### src/shared/bli_map.vh
// Opcodes, flag positions and clock-state counts of the byte load executor.
`ifndef BLI_MAP_VH
`define BLI_MAP_VH
// ---------------------------------------------------------------
// Opcodes
// ---------------------------------------------------------------
`define BLI_OP_ST_PTR_IMM   8'h36
`define BLI_OP_LDA_GP1      8'h0A
`define BLI_OP_LDA_GP2      8'h1A
`define BLI_OP_LDA_DIR      8'h3A
`define BLI_OP_STA_GP1      8'h02
`define BLI_OP_STA_GP2      8'h12
`define BLI_OP_STA_DIR      8'h32
`define BLI_PFX_IDX1        8'hDD
`define BLI_PFX_IDX2        8'hFD
`define BLI_PFX_EXT         8'hED
`define BLI_OP_LDA_VEC      8'h57
`define BLI_OP_LDA_REF      8'h5F
`define BLI_OP_LDVEC_A      8'h47
`define BLI_OP_LDREF_A      8'h4F
// ---------------------------------------------------------------
// Flag bit positions
// ---------------------------------------------------------------
`define BLI_F_SIGN          7
`define BLI_F_ZERO          6
`define BLI_F_HALF          4
`define BLI_F_PV            2
`define BLI_F_SUB           1
`define BLI_F_CARRY         0
// ---------------------------------------------------------------
// Clock states per machine cycle kind
// ---------------------------------------------------------------
`define BLI_T_FETCH         3'h4
`define BLI_T_MEM           3'h3
`define BLI_T_CALC          3'h5
// ---------------------------------------------------------------
// Reset values
// ---------------------------------------------------------------
`define BLI_RST_BYTE        8'h00
`define BLI_RST_WORD        16'h0000
`endif

### src/bli_tstate_timer.v
// Clock-state counter that marks the last state of each machine cycle.
`include "bli_map.vh"
module bli_tstate_timer (
  input  wire       sys_clk_i,
  input  wire       arst_n_i,
  input  wire       start_i,
  input  wire [2:0] len_i,
  output wire       last_o,
  output reg  [2:0] tstate_o
);
  reg [2:0] len_reg;

  // Counts clock states within the current machine cycle. The start pulse
  // stands in the first state, so the count resumes at state two.
  always @(posedge sys_clk_i or negedge arst_n_i) begin
    if (!arst_n_i) begin
      tstate_o <= 3'h0;
      len_reg  <= 3'h0;
    end else if (start_i) begin
      tstate_o <= 3'h2;
      len_reg  <= len_i;
    end else if (tstate_o != 3'h0 && tstate_o != len_reg) begin
      tstate_o <= tstate_o + 3'h1;
    end else begin
      tstate_o <= 3'h0;
    end
  end

  // The cycle ends in its final clock state.
  assign last_o = (tstate_o != 3'h0) && (tstate_o == len_reg);
endmodule // bli_tstate_timer

### src/bli_addr_gen.v
// Effective address adder for the displaced index forms.
`include "bli_map.vh"
module bli_addr_gen (
  input  wire [15:0] base_i,
  input  wire [7:0]  disp_i,
  output wire [15:0] addr_o
);
  // Displacement is sign extended; the sum wraps at 16 bits.
  assign addr_o = base_i + {{8{disp_i[7]}}, disp_i}; // see RULE15
endmodule // bli_addr_gen

### src/bli_core.v
// Execution unit for the 8-bit accumulator and immediate move instructions.
// Summary of operation
// RULE1: 36 stores immediate via pointer pair, 10 states.
// RULE2: First index store immediate, 19 states.
// RULE3: Second index store immediate, 19 states.
// RULE4: 0A loads accumulator via first pair.
// RULE5: Accumulator load via second pair, 7 states.
// RULE6: 3A loads accumulator from direct address.
// RULE7: Accumulator store via first pair, 7 states.
// RULE8: Accumulator store via second pair, 7 states.
// RULE9: Direct address accumulator store, 13 states.
// RULE10: Vector to accumulator sets flags, 9 states.
// RULE11: Refresh to accumulator sets flags, 9 states.
// RULE12: Interrupt during those loads clears parity.
// RULE13: Accumulator to vector, 9 states, no flags.
// RULE14: Accumulator to refresh, 9 states, no flags.
// RULE15: Displacement sign extended, address wraps.
// RULE16: Memory answers within each machine cycle.
`include "bli_map.vh"
module bli_core (
  input  wire        sys_clk_i,
  input  wire        arst_n_i,
  input  wire        start_i,
  input  wire [15:0] pc_i,
  input  wire [15:0] ptr_pair_i,
  input  wire [15:0] gen1_pair_i,
  input  wire [15:0] gen2_pair_i,
  input  wire [15:0] idx1_i,
  input  wire [15:0] idx2_i,
  input  wire [7:0]  acc_i,
  input  wire [7:0]  flags_i,
  input  wire [7:0]  vec_i,
  input  wire [7:0]  ref_i,
  input  wire        saved_irq_enable_latch_i,
  input  wire        irq_accept_i,
  input  wire [7:0]  mem_rdata_i,
  output reg  [15:0] mem_addr_o,
  output reg  [7:0]  mem_wdata_o,
  output wire        mem_rd_o,
  output wire        mem_wr_o,
  output reg  [15:0] pc_o,
  output reg  [7:0]  acc_o,
  output reg  [7:0]  flags_o,
  output reg  [7:0]  vec_o,
  output reg  [7:0]  ref_o,
  output reg         acc_we_o,
  output reg         flags_we_o,
  output reg         vec_we_o,
  output reg         ref_we_o,
  output wire        busy_o,
  output reg         done_o,
  output reg         illegal_o
);
  // ---------------------------------------------------------------
  // Machine cycle kinds, one-hot
  // ---------------------------------------------------------------
  localparam [7:0] S_IDLE  = 8'h01;
  localparam [7:0] S_FETCH = 8'h02;
  localparam [7:0] S_RDOPR = 8'h04;
  localparam [7:0] S_CALC  = 8'h08;
  localparam [7:0] S_MRD   = 8'h10;
  localparam [7:0] S_MWR   = 8'h20;
  localparam [7:0] S_XFER  = 8'h40;
  localparam [7:0] S_DONE  = 8'h80;

  reg [7:0]  state_reg;
  reg [7:0]  op_reg;
  reg [1:0]  pfx_reg;
  reg [1:0]  nopr_reg;
  reg [7:0]  lo_reg;
  reg [15:0] addr_reg;
  reg [7:0]  acc_reg;
  reg        irq_seen_reg;
  reg        go_reg;
  reg [2:0]  len_reg;
  wire       last;
  wire [2:0] tstate;
  wire [15:0] idx_sum;

  // ---------------------------------------------------------------
  // Sub-blocks
  // ---------------------------------------------------------------
  // Clock-state timer of the current machine cycle.
  bli_tstate_timer u_timer (
    .sys_clk_i (sys_clk_i),
    .arst_n_i  (arst_n_i),
    .start_i   (go_reg),
    .len_i     (len_reg),
    .last_o    (last),
    .tstate_o  (tstate)
  );

  // Index pointer plus displacement for the displaced stores.
  bli_addr_gen u_addr (
    .base_i (pfx_reg[1] ? idx2_i : idx1_i),
    .disp_i (lo_reg),
    .addr_o (idx_sum)
  );

  // The go pulse is high in the first clock state of every machine cycle, when
  // the timer still reads zero; the timer then counts on from state two, so a
  // machine cycle follows the one before it with no idle state between them.
  // Memory strobes are held through the whole read or write cycle.
  assign mem_rd_o = (tstate != 3'h0 || go_reg) &&
                    (state_reg == S_FETCH || state_reg == S_RDOPR || state_reg == S_CALC ||
                     state_reg == S_MRD || state_reg == S_XFER);
  assign mem_wr_o = (tstate != 3'h0 || go_reg) && (state_reg == S_MWR);
  assign busy_o   = (state_reg != S_IDLE);

  // Address presented on the bus for the active cycle.
  always @* begin
    if (state_reg == S_MRD || state_reg == S_MWR)
      mem_addr_o = addr_reg;
    else
      mem_addr_o = pc_o;
  end

  // ---------------------------------------------------------------
  // Sequencer
  // ---------------------------------------------------------------
  // Each machine-cycle arm waits for the last clock state of its cycle, then names
  // the next cycle kind and its length in clock states, or moves to S_DONE, or to S_IDLE on an unknown opcode.
  always @(posedge sys_clk_i or negedge arst_n_i) begin
    if (!arst_n_i) begin
      state_reg    <= S_IDLE;
      op_reg       <= `BLI_RST_BYTE;
      pfx_reg      <= 2'h0;
      nopr_reg     <= 2'h0;
      lo_reg       <= `BLI_RST_BYTE;
      addr_reg     <= `BLI_RST_WORD;
      acc_reg      <= `BLI_RST_BYTE;
      irq_seen_reg <= 1'b0;
      go_reg       <= 1'b0;
      len_reg      <= 3'h0;
      pc_o         <= `BLI_RST_WORD;
      mem_wdata_o  <= `BLI_RST_BYTE;
      acc_o        <= `BLI_RST_BYTE;
      flags_o      <= `BLI_RST_BYTE;
      vec_o        <= `BLI_RST_BYTE;
      ref_o        <= `BLI_RST_BYTE;
      acc_we_o     <= 1'b0;
      flags_we_o   <= 1'b0;
      vec_we_o     <= 1'b0;
      ref_we_o     <= 1'b0;
      done_o       <= 1'b0;
      illegal_o    <= 1'b0;
    end else begin
      go_reg     <= 1'b0;
      acc_we_o   <= 1'b0;
      flags_we_o <= 1'b0;
      vec_we_o   <= 1'b0;
      ref_we_o   <= 1'b0;
      done_o     <= 1'b0;
      illegal_o  <= 1'b0;
      if (irq_accept_i && state_reg != S_IDLE)
        irq_seen_reg <= 1'b1; // see RULE12
      case (state_reg)
        // A start request is taken only here, so one given while busy is ignored.
        S_IDLE: begin
          if (start_i) begin
            pc_o         <= pc_i;
            pfx_reg      <= 2'h0;
            acc_reg      <= acc_i;
            irq_seen_reg <= irq_accept_i;
            state_reg    <= S_FETCH;
            go_reg       <= 1'b1;
            len_reg      <= `BLI_T_FETCH;
          end
        end
        S_FETCH: begin
          if (last) begin
            pc_o <= pc_o + 16'h0001;
            go_reg <= 1'b1;
            if (pfx_reg == 2'h0 && (mem_rdata_i == `BLI_PFX_IDX1 ||
                mem_rdata_i == `BLI_PFX_IDX2 || mem_rdata_i == `BLI_PFX_EXT)) begin
              // A prefix costs its own 4-state fetch before the opcode.
              pfx_reg <= (mem_rdata_i == `BLI_PFX_IDX1) ? 2'h1 :
                         (mem_rdata_i == `BLI_PFX_IDX2) ? 2'h2 : 2'h3;
              len_reg <= `BLI_T_FETCH;
              if (mem_rdata_i == `BLI_PFX_EXT) begin
                // The opcode after this prefix is read in one 5-state cycle.
                len_reg   <= `BLI_T_CALC;
                state_reg <= S_XFER; // see RULE10, RULE13
              end
            end else begin
              op_reg <= mem_rdata_i;
              len_reg <= `BLI_T_MEM;
              state_reg <= S_RDOPR;
              if ((pfx_reg == 2'h1 || pfx_reg == 2'h2) &&
                  mem_rdata_i == `BLI_OP_ST_PTR_IMM) begin
                nopr_reg <= 2'h2; // see RULE2, RULE3
              end else if (pfx_reg == 2'h0 && mem_rdata_i == `BLI_OP_ST_PTR_IMM) begin
                nopr_reg <= 2'h1; // see RULE1
              end else if (pfx_reg == 2'h0 && (mem_rdata_i == `BLI_OP_LDA_DIR ||
                           mem_rdata_i == `BLI_OP_STA_DIR)) begin
                nopr_reg <= 2'h2; // see RULE6, RULE9
              end else if (pfx_reg == 2'h0 && (mem_rdata_i == `BLI_OP_LDA_GP1 ||
                           mem_rdata_i == `BLI_OP_LDA_GP2)) begin
                addr_reg  <= (mem_rdata_i == `BLI_OP_LDA_GP1) ? gen1_pair_i : gen2_pair_i;
                state_reg <= S_MRD; // see RULE4, RULE5
              end else if (pfx_reg == 2'h0 && (mem_rdata_i == `BLI_OP_STA_GP1 ||
                           mem_rdata_i == `BLI_OP_STA_GP2)) begin
                addr_reg    <= (mem_rdata_i == `BLI_OP_STA_GP1) ? gen1_pair_i : gen2_pair_i;
                mem_wdata_o <= acc_reg;
                state_reg   <= S_MWR; // see RULE7, RULE8
              end else begin
                go_reg    <= 1'b0;
                illegal_o <= 1'b1;
                state_reg <= S_IDLE;
              end
            end
          end
        end
        S_RDOPR: begin
          if (last) begin
            pc_o     <= pc_o + 16'h0001;
            nopr_reg <= nopr_reg - 2'h1;
            go_reg   <= 1'b1;
            len_reg  <= `BLI_T_MEM;
            if (nopr_reg == 2'h2) begin
              lo_reg <= mem_rdata_i; // Low address byte or displacement first.
              if (pfx_reg != 2'h0) begin
                // The data byte read and the index sum share one 5-state cycle.
                len_reg   <= `BLI_T_CALC;
                state_reg <= S_CALC; // see RULE2, RULE3
              end
            end else if (op_reg == `BLI_OP_ST_PTR_IMM) begin
              addr_reg    <= ptr_pair_i;
              mem_wdata_o <= mem_rdata_i;
              state_reg   <= S_MWR; // see RULE1
            end else begin
              addr_reg <= {mem_rdata_i, lo_reg};
              if (op_reg == `BLI_OP_LDA_DIR) begin
                state_reg <= S_MRD; // see RULE6
              end else begin
                mem_wdata_o <= acc_reg;
                state_reg   <= S_MWR; // see RULE9
              end
            end
          end
        end
        S_CALC: begin
          // Five-state read of the data byte while the index sum settles.
          if (last) begin
            pc_o        <= pc_o + 16'h0001;
            mem_wdata_o <= mem_rdata_i;
            addr_reg    <= idx_sum; // see RULE15
            go_reg      <= 1'b1;
            len_reg     <= `BLI_T_MEM;
            state_reg   <= S_MWR; // see RULE2, RULE3
          end
        end
        S_MRD: begin
          if (last) begin
            acc_o     <= mem_rdata_i; // see RULE16
            acc_we_o  <= 1'b1;
            state_reg <= S_DONE;
          end
        end
        S_MWR: begin
          if (last)
            state_reg <= S_DONE;
        end
        S_XFER: begin
          // Opcode read after the transfer prefix; the move lands at its end.
          if (last) begin
            pc_o      <= pc_o + 16'h0001;
            state_reg <= S_DONE;
            if (mem_rdata_i == `BLI_OP_LDA_VEC || mem_rdata_i == `BLI_OP_LDA_REF) begin
              acc_o      <= (mem_rdata_i == `BLI_OP_LDA_VEC) ? vec_i : ref_i;
              acc_we_o   <= 1'b1;
              flags_we_o <= 1'b1;
              flags_o    <= flags_i;
              flags_o[`BLI_F_SIGN] <= (mem_rdata_i == `BLI_OP_LDA_VEC) ? vec_i[7] : ref_i[7];
              flags_o[`BLI_F_ZERO] <= (mem_rdata_i == `BLI_OP_LDA_VEC) ?
                                      (vec_i == 8'h00) : (ref_i == 8'h00); // see RULE10, RULE11
              flags_o[`BLI_F_HALF] <= 1'b0;
              flags_o[`BLI_F_SUB]  <= 1'b0;
              flags_o[`BLI_F_PV]   <= saved_irq_enable_latch_i &
                                      ~(irq_seen_reg | irq_accept_i); // see RULE12
            end else if (mem_rdata_i == `BLI_OP_LDVEC_A) begin
              vec_o    <= acc_reg;
              vec_we_o <= 1'b1; // see RULE13
            end else if (mem_rdata_i == `BLI_OP_LDREF_A) begin
              ref_o    <= acc_reg;
              ref_we_o <= 1'b1; // see RULE14
            end else begin
              // Unknown second bytes are refused like unknown opcodes, with no done.
              illegal_o <= 1'b1;
              state_reg <= S_IDLE;
            end
          end
        end
        S_DONE: begin
          done_o    <= 1'b1;
          state_reg <= S_IDLE;
        end
        default: begin
          state_reg <= S_IDLE;
        end
      endcase
    end
  end
endmodule // bli_core

### config.mk
export PLATFORM = sky130hd
export DESIGN_NAME = bli_core
export DESIGN_NICKNAME = d
export VERILOG_FILES = /design/src/bli_tstate_timer.v /design/src/bli_addr_gen.v /design/src/bli_core.v
export VERILOG_INCLUDE_DIRS = /design/src /design/src/shared
export SDC_FILE = /design/constraint.sdc
export NUM_CORES = 1
export LEC_CHECK = 0
export BUFFER_PORTS_ARGS = -buffer_cell sky130_fd_sc_hd__buf_2
export CAP_MARGIN = 40
export CORE_ASPECT_RATIO = 0.6
export CORE_MARGIN = 5
export CORE_UTILIZATION = 35
export DETAILED_ROUTE_END_ITERATION = 10
export PLACE_DENSITY_LB_ADDON = 0.2
export SLEW_MARGIN = 0
export SYNTH_ARGS = -nofsm -noshare
export SYNTH_HDL_FRONTEND = slang
export SYNTH_HIERARCHICAL = 1
export SYNTH_SLANG_ARGS = --single-unit
export TNS_END_PERCENT = 30
### constraint.sdc
create_clock -name sys_clk_i -period 3.7 [get_ports sys_clk_i]
set_clock_uncertainty 0.2 [all_clocks]
set_input_delay 0.37 -clock sys_clk_i [delete_from_list [all_inputs] [get_ports sys_clk_i]]
set_output_delay 0.37 -clock sys_clk_i [all_outputs]
set_load 0.01 [all_outputs]
==> flow_summary.toml <==
[final_layout]
areaGrowthSynthToFinish_pct = 28.47
final_cell_mix = "buf_2 (213), dfrtp_1 (122), mux2_2 (105)"
n_antenna_cell = 0
drive_gt1_frac = 0.4355
multi_input_area_sq_um = 4657
final_common_cell = "buf_2"
fill_cells = 2260
fin_nets = 1164
final-seq-area_sq_um = 3079

[clock_network]
clockBufferDepth = 2
cts_buffers = 17
cts_sinks = 123
cts_root_buffer = "clkbuf_16"
cts.htree.levels = 4
cts_tree = "yes"
clk_pin_slew_ns = 0.06
clock_latency_ns = 0.42

[routing]
drcViolationCount = 0
postRouteAntennaNets = 0
drt-total-wl_um = 26170
vias_per_cell = 5.295
initialDrtViolationCount = 448
firstDrtPassIters = 5
dr_total_vias = 7043
wire_per_inst_um = 19.68

[placement]
io_buffers = 214
dp_hpwl_um = 19770
gp_congestion = 0.8517
pre_cts_slack_ns = 0.004261

[pwr]
power.share.clock = 0.305
ir_drop_uv = 399.7
p_comb_frac = 0.363
powerDensity_nw_per_um2 = 562.2
power_frac_seq = 0.331
p_int_mw = 3.728
p_leak_nw = 4.703
p_total_mw = 5.843
switching_power_mw = 2.115
p_sw_frac = 0.3619

[synthesis]
syn_area_per_cell_sq_um = 10.45
synth-edff-count = 0
yosys.area.top_type_share = 0.3774
yosys.area.top_type = "dfrtp_1"
ys_types = 82
ys_seq_area_frac = 0.3806
async_flop_share = 1.000
ys.flop_type = "dfrtp_1"
synth_area_leaders = "dfrtp_1 (38%), mux2_2 (15%), mux2i_1 (4.7%), ha_1 (3.1%), a21oi_1 (2.6%)"
synth_warnings = 6
syn_area_sq_um = 8090
ys_ff_latch = 123
syn_inst = 774

[worst_setup_path]
criticalPathCategory = "flop to flop"
setup.worst_path.end_class = "flop"
rrSetupSlack_ns = 0.12
worstPathMaxFanout = 10
rr_worst_depth = 13
cp.required_ns = 3.80
r2r-start = "pfx_reg[1]"
cp.arrival_ns = 3.68
r2r-end = "addr_reg[12]"
startpoint_type = "flop"

[floorplanning]
initial_utilization = 0.3530
die_w_um = 206.3
boundaryPins = 222
coreArea_sq_um = 22920
die_area_sq_um = 26350
rows = 43
die_h_um = 127.8

[global_route]
grt_pass1_vias = 6772
grt_pass1_wl_um = 39870
grt_usage = 0.1957
grt_max_degree = 65
antenna_found_initial = 0
grt_overflow = 0

[min_path]
min_path_type = "primary input to flop"
hold_path.startpoint = "irq_accept_i"
hold-path-endpoint = "irq_seen_reg"
hold_depth = 3

[timing]
setup_viol = 0
worstMarginPinSlew_ns = 0.7574
layout_setup_ws_ns = 0.1201
period_share = 0.9675
fmax_ghz = 0.2793
hold_viol_final = 0
finalMaxSlewViolations = 0
fin_crit_ns = 3.580
max-slew-margin-rel = 0.4938

[run_status]
status = "complete, no violations"

[job]
drv_cap = 0
==> critical path, stage by stage (launching register included) <==
cell and delay (ns):
dfrtp_1 0.41, buf_12 0.15, mux2_2 0.34, ha_2 0.35
a21o_1 0.25, a311oi_4 0.33, nor3_2 0.11, o41ai_2 0.38
xnor2_1 0.12, inv_1 0.07, nor4_1 0.05, a221oi_1 0.31
o21ai_1 0.12, mux2_4 0.28
==> logic make-up (layout without fill, tap and decap cells) <==
family	after synthesis	in the layout	synth area share
simple gates	184	184	0.1356
compound gates	180	180	0.1607
mux	154	154	0.2131
flops	123	123	0.3806
buf+inv	90	330	0.05336
fa+ha+maj	21	21	0.03341
xor+xnor	21	21	0.02273
other cells	1	2	0.0004635
==> cell type report <==
class / count / area share
sequential: 123 / 0.2963
inverter: 37 / 0.01336
clock inverter: 11 / 0.01613
clock buffer: 21 / 0.04430
multi-input combinational: 562 / 0.4481
timing repair buffer: 261 / 0.1440
tap: 315 / 0.03792
==> worst max path at each step <==
| stage | startpoint | to | slack, ns | cells after the start |
|---|---|---|---|---|
| 5_1_grt | pfx_reg[1] | addr_reg[12] | -0.02 | 13 |
| 4_1_cts | pfx_reg[1] | addr_reg[10] | 0.02 | 13 |
| 6_report | pfx_reg[1] | addr_reg[12] | 0.12 | 13 |
| 2_1_floorplan | pfx_reg[1] | addr_reg[10] | 0.04 | 14 |
| 3_3_place_gp | idx2_i[0] | addr_reg[10] | 0.002 | 14 |
| 3_5_place_dp | pfx_reg[1] | addr_reg[10] | 0.004 | 13 |
==> metal layers <==
layer,part of all wire,global-route usage
met1,0.52,0.3149
met2,0.41,0.2650
met3,0.067,0.04678
met4,0.0071,0.03284
met5,0,0
==> stage by stage <==
step	hold slack [ns]	instance area, sq um	instances	setup TNS (ns)	utilization
4_1_cts	0.005595	10280	1325	0	0.4487
2_1_floorplan	-0.1256	8094	775	0	-
6_report	0.01299	10390	1330	0	0.4535
3_5_place_dp	0.1222	9523	1280	0	0.4155
3_3_place_gp	0.1232	9515	1279	0	0.4152
5_1_grt	0.03428	10390	1330	-0.02883	0.4535
==> power by group through the flow <==
stage                     Clock (mW)  Sequential (mW)  Combinational (mW)
after floorplan                    0             1.87                1.45
after global placement             0             1.95                2.06
after detailed placement           0             1.95                2.10
after CTS                       1.82             1.93                2.12
after global routing            1.89             1.98                2.34
final                           1.78             1.94                2.12
==> cells in the mapped netlist, types with 8 or more instances <==
cell and count:
buf_2 18, inv_1 36, mux2_2 106, nor3_1 15, ha_1 20, a221oi_1 13
nand3_1 17, o21ai_0 42, nor4_1 27, xnor2_1 12, a21oi_1 42, dfrtp_1 122
nand2_1 33, nand4_1 8, xor2_1 9, nor2_1 29, clkbuf_1 20, a2bb2oi_1 12
a211oi_1 14, mux2_4 10, mux2i_1 38
==> timing repair <==
action	CTS	global route
hold buffers	13	0
endpoints found under the setup margin	1	6
hold endpoints to repair	37	0
pin swaps	0	5
gates resized for setup	1	14
setup buffers	0	5
Note: power is estimated with default switching activity, not from simulation.
